File: src/common/msmm_map.svh
// Purpose: constants of the sample multiplex mapper
// Assumes: 250 MHz core clock
// Notes: definitions only
`ifndef MSMM_MAP_SVH
`define MSMM_MAP_SVH
// ************************************************************
// clock and rates
// ************************************************************
`define MSMM_CLK_HZ 28'hEE6B280
`define MSMM_BASE441_HZ 18'hAC44
`define MSMM_BASE48_HZ 18'hBB80
`define MSMM_ACC_W 28
`define MSMM_RATE_W 18
// ************************************************************
// link layout
// ************************************************************
`define MSMM_SAMPLE_W 24
`define MSMM_SLOT_W 6
`define MSMM_STD_LAST_SLOT 6'h3F
`define MSMM_NAT_LAST_SLOT 6'h1F
// ************************************************************
// clock recovery lock window
// ************************************************************
`define MSMM_LOCK_MIN_HZ 28'h00061A8
`define MSMM_LOCK_MAX_HZ 28'h0030D40
`define MSMM_MIN_PERIOD_CYC (`MSMM_CLK_HZ / `MSMM_LOCK_MAX_HZ)
`define MSMM_MAX_PERIOD_CYC (`MSMM_CLK_HZ / `MSMM_LOCK_MIN_HZ)
`define MSMM_DRIFT_CYC 16'h0010
`define MSMM_SYNC_FRAMES 3'h4
`endif

File: src/common/msmm_pkg.sv
// Purpose: types of the sample multiplex mapper
// Assumes: nothing
// Notes: encodings match the mode input pins
`default_nettype none
package msmm_pkg;
	typedef enum logic [1:0] {
		RATE_SINGLE = 2'h0,
		RATE_DOUBLE = 2'h1,
		RATE_QUAD = 2'h2
	} msmm_rate_t;
	typedef enum logic {
		FMT_STANDARD = 1'h0,
		FMT_NATIVE = 1'h1
	} msmm_fmt_t;
	typedef enum logic [1:0] {
		LOCK_NONE = 2'h0,
		LOCK_VALID = 2'h1,
		LOCK_SYNC = 2'h2
	} msmm_lock_t;
endpackage : msmm_pkg
`default_nettype wire

File: src/common/msmm_lock_if.sv
// Purpose: carrier between mapper core and lock meter
// Assumes: single clock domain
// Notes: frameStart and refTick are one-cycle pulses
`default_nettype none
interface msmm_lock_if;
	import msmm_pkg::*;
	logic frameStart;
	logic refTick;
	msmm_lock_t lockState;
	modport meter(input frameStart, input refTick, output lockState);
	modport user(output frameStart, output refTick, input lockState);
endinterface : msmm_lock_if
`default_nettype wire

File: src/core/msmm_lock.sv
// Purpose: lock and sync meter on the recovered frame rate
// Assumes: frameStart pulses once per link frame
// Notes: drift is tracked frame to frame, not against a fixed rate
`include "msmm_map.svh"
`default_nettype none
module msmm_lock
	import msmm_pkg::*;
#(
	parameter int unsigned MAX_PERIOD = int'(`MSMM_MAX_PERIOD_CYC)
) (
	input wire logic clk,
	input wire logic resetn,
	input wire logic clkEn,
	msmm_lock_if.meter bus
);
	// ************************************************************
	// period measure and state
	// ************************************************************
	msmm_lock_t state, next_state;
	logic [15:0] cnt, next_cnt, lastPeriod, next_lastPeriod, diff;
	logic [1:0] ticks, next_ticks, curTicks;
	logic [2:0] syncRun, next_syncRun;
	logic inRange, steady, tickOk;
	localparam logic [15:0] MAXP = 16'(MAX_PERIOD);
	localparam logic [15:0] MINP = 16'(`MSMM_MIN_PERIOD_CYC);

	assign bus.lockState = state;

	always_comb begin
		next_state = state;
		next_lastPeriod = lastPeriod;
		next_syncRun = syncRun;
		next_cnt = (cnt <= MAXP) ? cnt + 16'h0001 : cnt;
		inRange = (cnt >= MINP) && (cnt <= MAXP);
		diff = (cnt > lastPeriod) ? cnt - lastPeriod : lastPeriod - cnt;
		steady = inRange && (diff <= `MSMM_DRIFT_CYC);
		curTicks = (bus.refTick && ticks != 2'h3) ? ticks + 2'h1 : ticks;
		tickOk = (curTicks == 2'h1);
		next_ticks = curTicks;
		if (bus.frameStart) begin
			next_cnt = 16'h0001;
			next_lastPeriod = cnt;
			next_ticks = 2'h0;
			next_syncRun = !tickOk ? 3'h0 : (syncRun == 3'h7 ? syncRun : syncRun + 3'h1);
			case (state)
				LOCK_NONE: begin
					if (steady) next_state = LOCK_VALID;
				end
				LOCK_VALID: begin
					if (!steady) next_state = LOCK_NONE;
					else if (tickOk && syncRun >= `MSMM_SYNC_FRAMES - 3'h1) next_state = LOCK_SYNC;
				end
				LOCK_SYNC: begin
					if (!steady) next_state = LOCK_NONE;
					else if (!tickOk) next_state = LOCK_VALID;
				end
				default: begin
					next_state = LOCK_NONE;
				end
			endcase
		end else if (cnt > MAXP) begin
			// reference gone: no frame within the slowest legal period
			next_state = LOCK_NONE;
			next_syncRun = 3'h0;
		end
	end

	always_ff @(posedge clk) begin
		if (!resetn) begin
			state <= LOCK_NONE;
			cnt <= 16'h0000;
			lastPeriod <= 16'h0000;
			ticks <= 2'h0;
			syncRun <= 3'h0;
		end else if (clkEn) begin
			state <= next_state;
			cnt <= next_cnt;
			lastPeriod <= next_lastPeriod;
			ticks <= next_ticks;
			syncRun <= next_syncRun;
		end
	end
endmodule : msmm_lock
`default_nettype wire

File: src/core/msmm_top.sv
// Purpose: maps multi-rate logical channels onto link channel slots and back
// Assumes: router answers a slot request in the same cycle as the request
// Notes: link inputs are sampled on clk through two flip-flops
// Operation
// double rate runs internal sample clock at twice the base rate
// samples stay 24 bits wide in every rate mode
// double rate travels multiplexed in standard frame or natively
// double rate standard frame: one logical channel on two slots, 32 channels
// quad rate standard frame: one logical channel on four slots, 16 channels
// multiplexed high rates keep the link frame at base rate
// quad rate only by four-way multiplex, never a native frame
// successive samples of one channel fill group members in order
// multiplexing only moves samples, values never change
// standard frame carries up to 64 channels at base rate
// native frame carries 32 channels, receiver detects it itself
// controller must set multiplexed rate mode on every device
// clock recovery locks 25 to 200 kHz and tracks drift
// input state reported as no lock, lock or sync
// quad rate runs internal sample clock at four times base rate
`include "msmm_map.svh"
`default_nettype none
module msmm_top
	import msmm_pkg::*;
#(
	parameter int unsigned LOCK_MAX_PERIOD = int'(`MSMM_MAX_PERIOD_CYC)
) (
	input wire logic clk,
	input wire logic resetn,
	input wire logic clkEn,
	input wire logic [1:0] rateMode,
	input wire logic frameFormat,
	input wire logic base48k,
	input wire logic linkClk,
	input wire logic [`MSMM_SLOT_W-1:0] linkRxSlot,
	input wire logic [`MSMM_SAMPLE_W-1:0] linkRxData,
	input wire logic linkRxNative,
	output logic linkTxValid,
	output logic [`MSMM_SLOT_W-1:0] linkTxSlot,
	output logic [`MSMM_SAMPLE_W-1:0] linkTxData,
	output logic linkTxNative,
	output logic txReq,
	output logic [`MSMM_SLOT_W-1:0] txReqChan,
	output logic [1:0] txReqPhase,
	input wire logic [`MSMM_SAMPLE_W-1:0] txData,
	output logic rxValid,
	output logic [`MSMM_SLOT_W-1:0] rxChan,
	output logic [1:0] rxPhase,
	output logic [`MSMM_SAMPLE_W-1:0] rxData,
	output logic rxNativeSeen,
	output logic sampleTick,
	output logic [`MSMM_RATE_W-1:0] sampleRateHz,
	output logic [1:0] lockState
);
	// ************************************************************
	// link input synchroniser
	// ************************************************************
	logic [31:0] syncA, syncB;
	logic prevClk, linkEdge, sNative, rxNat;
	logic [`MSMM_SLOT_W-1:0] sSlot;
	logic [`MSMM_SAMPLE_W-1:0] sData;

	always_ff @(posedge clk) begin
		if (!resetn) begin
			syncA <= 32'h00000000;
			syncB <= 32'h00000000;
			prevClk <= 1'b0;
		end else if (clkEn) begin
			syncA <= {linkClk, linkRxNative, linkRxSlot, linkRxData};
			syncB <= syncA;
			prevClk <= syncB[31];
		end
	end

	assign linkEdge = syncB[31] & ~prevClk;
	assign sNative = syncB[30];
	assign sSlot = syncB[29:24];
	assign sData = syncB[23:0];
	// a native frame marker on slot 0 overrides the configured mode at once
	assign rxNat = (sSlot == 6'h00) ? sNative : rxNativeSeen;

	// ************************************************************
	// internal sample clock
	// ************************************************************
	logic [`MSMM_RATE_W-1:0] baseHz, next_sampleRateHz;
	logic [1:0] rateShift, phaseMask;
	logic [`MSMM_ACC_W-1:0] acc [2];
	logic [`MSMM_ACC_W-1:0] next_acc [2];
	logic [`MSMM_ACC_W-1:0] sum [2];
	logic [1:0] next_tick;
	logic baseTick;

	always_comb begin
		baseHz = base48k ? `MSMM_BASE48_HZ : `MSMM_BASE441_HZ;
		case (rateMode)
			RATE_DOUBLE: begin
				rateShift = 2'h1;
				phaseMask = 2'h1;
			end
			RATE_QUAD: begin
				rateShift = 2'h2;
				phaseMask = 2'h3;
			end
			default: begin
				rateShift = 2'h0;
				phaseMask = 2'h0;
			end
		endcase
		next_sampleRateHz = baseHz << rateShift;
		// fractional accumulators: index 0 runs the sample rate, index 1 the base rate
		for (int i = 0; i < 2; i++) begin
			sum[i] = acc[i] + `MSMM_ACC_W'((i == 0) ? next_sampleRateHz : baseHz);
			next_tick[i] = (sum[i] >= `MSMM_CLK_HZ);
			next_acc[i] = next_tick[i] ? sum[i] - `MSMM_CLK_HZ : sum[i];
		end
	end

	always_ff @(posedge clk) begin
		if (!resetn) begin
			acc[0] <= 28'h0000000;
			acc[1] <= 28'h0000000;
			sampleTick <= 1'b0;
			baseTick <= 1'b0;
			sampleRateHz <= 18'h00000;
		end else if (clkEn) begin
			acc[0] <= next_acc[0];
			acc[1] <= next_acc[1];
			sampleTick <= next_tick[0];
			baseTick <= next_tick[1];
			sampleRateHz <= next_sampleRateHz;
		end
	end

	// ************************************************************
	// receive demultiplex
	// ************************************************************
	logic next_rxValid, next_rxNativeSeen, frameStart, next_frameStart;
	logic [`MSMM_SLOT_W-1:0] next_rxChan;
	logic [1:0] next_rxPhase;
	logic [`MSMM_SAMPLE_W-1:0] next_rxData;

	always_comb begin
		next_rxValid = 1'b0;
		next_rxChan = rxChan;
		next_rxPhase = rxPhase;
		next_rxData = rxData;
		next_rxNativeSeen = rxNativeSeen;
		next_frameStart = linkEdge && (sSlot == 6'h00);
		if (linkEdge) begin
			if (sSlot == 6'h00) next_rxNativeSeen = sNative;
			if (rxNat) begin
				// native frame: slots above 31 carry no audio
				next_rxValid = !sSlot[5];
				next_rxChan = sSlot;
				next_rxPhase = 2'h0;
			end else begin
				// rate cannot be seen in a standard frame: the set mode decides
				next_rxValid = 1'b1;
				next_rxChan = sSlot >> rateShift;
				// lower slot of a group holds the earlier sample
				next_rxPhase = sSlot[1:0] & phaseMask;
			end
			next_rxData = sData;
		end
	end

	always_ff @(posedge clk) begin
		if (!resetn) begin
			rxValid <= 1'b0;
			rxChan <= 6'h00;
			rxPhase <= 2'h0;
			rxData <= 24'h000000;
			rxNativeSeen <= 1'b0;
			frameStart <= 1'b0;
		end else if (clkEn) begin
			rxValid <= next_rxValid;
			rxChan <= next_rxChan;
			rxPhase <= next_rxPhase;
			rxData <= next_rxData;
			rxNativeSeen <= next_rxNativeSeen;
			frameStart <= next_frameStart;
		end
	end

	// ************************************************************
	// transmit multiplex
	// ************************************************************
	logic txNat, next_txReq, next_linkTxValid, next_linkTxNative;
	logic [`MSMM_SLOT_W-1:0] txSlot, next_txSlot, reqSlot, next_reqSlot;
	logic [`MSMM_SLOT_W-1:0] next_txReqChan, next_linkTxSlot, lastSlot;
	logic [1:0] next_txReqPhase;
	logic [`MSMM_SAMPLE_W-1:0] next_linkTxData;

	// quad rate never selects the native frame
	assign txNat = (frameFormat == FMT_NATIVE) && (rateMode == RATE_DOUBLE);

	always_comb begin
		next_txReq = 1'b0;
		next_linkTxValid = 1'b0;
		next_txSlot = txSlot;
		next_reqSlot = reqSlot;
		next_txReqChan = txReqChan;
		next_txReqPhase = txReqPhase;
		next_linkTxSlot = linkTxSlot;
		next_linkTxData = linkTxData;
		next_linkTxNative = linkTxNative;
		lastSlot = txNat ? `MSMM_NAT_LAST_SLOT : `MSMM_STD_LAST_SLOT;
		if (linkEdge) begin
			next_txReq = 1'b1;
			next_reqSlot = txSlot;
			next_txReqChan = txNat ? txSlot : txSlot >> rateShift;
			next_txReqPhase = txNat ? 2'h0 : txSlot[1:0] & phaseMask;
			// a mode change mid-frame may leave the slot past the new end
			next_txSlot = (txSlot >= lastSlot) ? 6'h00 : txSlot + 6'h01;
		end
		if (txReq) begin
			next_linkTxValid = 1'b1;
			next_linkTxSlot = reqSlot;
			next_linkTxData = txData;
			// multiplexed modes stay on the base-rate frame
			next_linkTxNative = txNat;
		end
	end

	always_ff @(posedge clk) begin
		if (!resetn) begin
			txReq <= 1'b0;
			txSlot <= 6'h00;
			reqSlot <= 6'h00;
			txReqChan <= 6'h00;
			txReqPhase <= 2'h0;
			linkTxValid <= 1'b0;
			linkTxSlot <= 6'h00;
			linkTxData <= 24'h000000;
			linkTxNative <= 1'b0;
		end else if (clkEn) begin
			txReq <= next_txReq;
			txSlot <= next_txSlot;
			reqSlot <= next_reqSlot;
			txReqChan <= next_txReqChan;
			txReqPhase <= next_txReqPhase;
			linkTxValid <= next_linkTxValid;
			linkTxSlot <= next_linkTxSlot;
			linkTxData <= next_linkTxData;
			linkTxNative <= next_linkTxNative;
		end
	end

	// ************************************************************
	// clock recovery status
	// ************************************************************
	msmm_lock_if lockBus ();
	assign lockBus.frameStart = frameStart;
	// a native frame runs at the doubled rate, so compare with the sample tick
	assign lockBus.refTick = rxNativeSeen ? sampleTick : baseTick;
	assign lockState = lockBus.lockState;

	msmm_lock #(
		.MAX_PERIOD(LOCK_MAX_PERIOD)
	) u_lock (
		.clk(clk),
		.resetn(resetn),
		.clkEn(clkEn),
		.bus(lockBus.meter)
	);
endmodule : msmm_top
`default_nettype wire

File: config.mk
export PLATFORM = sky130hd
export DESIGN_NAME = msmm_top
export DESIGN_NICKNAME = d
export VERILOG_FILES = /design/src/common/msmm_pkg.sv /design/src/common/msmm_lock_if.sv /design/src/core/msmm_lock.sv /design/src/core/msmm_top.sv
export VERILOG_INCLUDE_DIRS = /design/src /design/src/common
export SDC_FILE = /design/constraint.sdc
export NUM_CORES = 1
export LEC_CHECK = 0
export ABC_CLOCK_PERIOD_IN_PS = 6100
export BUFFER_PORTS_ARGS = -buffer_cell sky130_fd_sc_hd__buf_2
export CAP_MARGIN = 20
export CORE_AREA = 2 2 209 211
export CTS_CLUSTER_SIZE = 16
export DETAILED_ROUTE_END_ITERATION = 12
export DIE_AREA = 0 0 211 213
export PLACE_DENSITY_LB_ADDON = 0.3
export SLEW_MARGIN = 20
export SYNTH_ARGS = -nofsm -noshare
export SYNTH_HDL_FRONTEND = slang
export SYNTH_SLANG_ARGS = --single-unit
File: constraint.sdc
create_clock -name clk -period 6.1 [get_ports clk]
set_clock_uncertainty 0.15 [all_clocks]
set_input_delay 0.915 -clock clk [delete_from_list [all_inputs] [get_ports clk]]
set_output_delay 0.915 -clock clk [all_outputs]
set_load 0.02 [all_outputs]
==> metrics.md <==
| Metric | Value |
|---|---|
| R2R cell count | 14 |
| Post-Syn Area | 14700 um2 |
| Minimum clock period | 5.13 ns |
| CP Depth | 18 |
| Clk sinks | 261 |
| Slew @ Worst Pin | 0.967 ns |
| Vias in the first global route | 12000 |
| Area delta synth->final | 15.3% |
| # hold bufs at CTS | 0 |
| Required @ worst endpoint | 6.39 ns |
| Synth warnings | 0 |
| Largest family of logic cells by synthesized area | simple AND/OR/NAND/NOR gates |
| Die height | 213 um |
| Post-synthesis mux area share | 6.36% |
| Routability cong. | 0.874 |
| Worst-path clk slew | 0.06 ns |
| Arr. time, crit path | 5.42 ns |
| Vias per cell | 5.25 |
| Die W | 211 um |
| Via count | 12700 |
| Setup ws final | 0.968 ns |
| Total power | 4.52 mW |
| TritonCTS clock tree | done |
| Core box area | 42700 um2 |
| PwrDens | 266 nW/um2 |
| Final Hold Viols | 0 |
| Compound-Gate Fraction of Synth Area | 18.6% |
| Largest net degree at the start of global routing | 95 |
| Outcome | finished, final reports clean |
| Seq/Total Area, Yosys | 39.1% |
| I/O pins | 159 |
| Initial antenna violation count | 1 |
| Post-layout nets | 1990 |
| Seq pwr share | 41.6% |
| Max-cap violations | 0 |
| VDD IR-drop max | 0.196 mV |
| Worst Setup Path Type | input pin to flop |
| CP max FO | 13 |
| Pint | 3.25 mW |
| Share of layout cells above drive strength 1 | 15.3% |
| All-Layer GR Usage | 17.3% |
| Switching Fraction | 28.2% |
| # port buffers | 156 |
| Top Family by Delay on Critical Path | compound AO/OA/AOI/OAI gates |
| Place WS | 0.432 ns |
| Area share of and/or/nand/nor cells after synthesis | 20.5% |
| Clk Tree Root Cell | clkbuf_16 |
| Adder-Cell Fraction of Synth Area | 6.00% |
| Synth cell types | 105 |
| RSZ-0062 raised after global routing | no |
| Synth area leader | dfxtp_1 |
| Routed WL | 39600 um |
| Tcrit/Tclk final | 84.1% |
| Die Area | 44900 um2 |
| Clk_lat worst skew | 0.59 ns |
| FMAX | 0.195 GHz |
| Clock group share of total power | 41.7% |
| Final ANT Viol Nets | 0 |
| Switch Pwr | 1.27 mW |
| Post-CTS setup buffer count | 0 |
| Synth area leaders | dfxtp_1, edfxtp_1, nand2_1 |
| ANT cells | 0 |
| HPWL Detailed | 28500 um |
| Share of the synthesized area in the top cell type | 28.4% |
| Most used DFF post-synth | dfxtp_1 |
| Avg WL per Cell | 16.3 um |
| Slew HR | 35.5% |
| Post-synth EDFFs | 52 |
| Fillcell total | 4303 |
| # rows | 76 |
| Slowest stage delay, CP | 0.47 ns |
| Leak | 6.95 nW |
| Startpoint Class | input pin |
| Initial cell density of the core | 34.5% |
| Count of pins over their slew limit | 0 |
| Seq cells post-synth | 261 |
| Worst Hold Path Cells | 2 |
| DRC Markers | 0 |
| First-pass GRT wire length | 63900 um |
| Post-synthesis average cell area | 8.45 um2 |
| Number of DRC markers in iteration 0 | 759 |
| CP Buf/Inv Count | 4 |
| Critical-path top delay cell | fa_1 |
| DRT Pass-1 Iters | 5 |
| Remaining Overflow, GRT | 0 |
| Synthesized instance count | 1742 |
| Cell Chain, Critical Path | buf_2, inv_1, ha_1, clkinv_1, and3_1, fa_1, a21oi_1, o21ai_1, a211oi_1, o32a_1, o21ai_1, a31o_2, or3_1, a21oi_1, nor3_2, buf_4, a311o_1, o21ai_0 |
| Logic pwr share | 16.7% |
| Max H-tree Level | 1 |
| CP endpoint kind | flop |
| CTS max path bufs | 3 |
| Post-CTS Resized | 0 |
| Setup Viol. Count Final | 0 |
| Post-Synth XOR/XNOR Area | 5.11% |
| Setup total negative slack | 0 ns |
| Ys async rst share | 0% |
| Class of the worst hold path | flop to flop |
| Num CTS Buffers | 31 |
[routing by layer]
layer,track usage [%],wire (um),vias to the layer above
li1,-,-,6348
met1,23.7,18400,6086
met2,28.8,18700,246
met3,2.56,1590,51
met4,4.08,829,2
met5,0,13,-
[layout by cell type, fill, tap and decap left out, types with 10 or more instances in the layout]
master,netlist,layout
edfxtp_1,52,52
ha_1,69,69
nand4_1,12,12
o21ai_0,52,52
buf_4,5,16
a31oi_1,10,10
nor2b_1,10,10
xnor2_1,56,56
and3_1,17,17
dfxtp_1,209,209
nor3_1,31,31
clkbuf_16,0,32
nand2_1,251,250
buf_2,8,155
inv_1,66,64
o211ai_1,14,14
a21oi_1,178,178
xor2_1,28,28
nor2_1,218,217
nand3_1,44,44
mux2i_1,89,89
a21o_1,23,23
a211oi_1,11,11
[per-stage QoR]
stage               instances  instance area, um2  utilization (%)  hold slack [ns]
finish                   2426               17000             39.7            0.298
global route             2426               17000             39.7            0.315
CTS                      2426               17000             39.7            0.292
detailed placement       2370               15900             37.3            0.293
global placement         2370               15900             37.3            0.287
floorplan                1743               14700                -            0.274
[worst min-delay path, delay by kind of cell (launching register included)]
| kind | cells | cell delay, ns |
|---|---|---|
| flops | 1 | 0.31 |
| simple gates | 1 | 0.05 |
| compound gates | 1 | 0.05 |
[final timing paths]
check	from	end	slack, ns
max	rateMode[0]	acc[0][20]	0.97
min reg2reg	syncB[1]	rxData[1]	0.30
max reg2reg	acc[0][2]	acc[0][20]	1.78
min	syncB[1]	rxData[1]	0.30
[area by class of cell]
| cell class | instances | area, um2 | share of cell area (%) |
|---|---|---|---|
| multi-input cells | 1323 | 8330 | 49.1 |
| flip-flops and latches | 261 | 5750 | 33.9 |
| clock buffers | 41 | 875 | 5.16 |
| clock inverters | 15 | 168 | 0.988 |
| well taps | 546 | 683 | 4.03 |
| inverters | 69 | 264 | 1.56 |
| repair buffers | 171 | 896 | 5.28 |
[cells by family (layout without fill, tap and decap cells)]
kind of cell	Yosys count	count (layout)
buffers and inverters	159	296
other	1	2
AOI/OAI and AO/OA	408	408
and+or+nand+nor	665	665
xor gates and xnor gates	85	85
muxes	93	93
DFF	261	261
adders and majority gates	70	70
[sequential cells by signal (all words and copies together), names as in the netlist, 2 cells and up]
signal and flops:
u_lock.cnt 16, syncA 32, sampleRateHz 15, rxPhase 2, txReqPhase 2, linkTxData 24, u_lock.ticks 2, u_lock.syncRun 3
txSlot 6, u_lock.bus.lockState 2, txReqChan 6, acc 52, reqSlot 6, rxChan 6, syncB 32, linkTxSlot 6
u_lock.lastPeriod 16, rxData 24
[power groups by stage]
stage	Sequential [mW]	Combinational, mW	Clock [mW]
6_report	1.88	0.757	1.88
5_1_grt	1.89	0.843	2.01
4_1_cts	1.88	0.753	1.94
3_5_place_dp	1.92	0.750	0
3_3_place_gp	1.92	0.741	0
2_1_floorplan	1.91	0.568	0
[cells in the mapped netlist (10+ instances only)]
library cell	number
a211oi_1	11
a21o_1	23
a21oi_1	178
a31oi_1	10
and3_1	17
clkbuf_1	65
dfxtp_1	209
edfxtp_1	52
ha_1	69
inv_1	66
mux2i_1	89
nand2_1	251
nand3_1	44
nand4_1	12
nor2_1	218
nor2b_1	10
nor3_1	31
o211ai_1	14
o21ai_0	52
xnor2_1	56
xor2_1	28
Power figures use the tool's default switching activity.
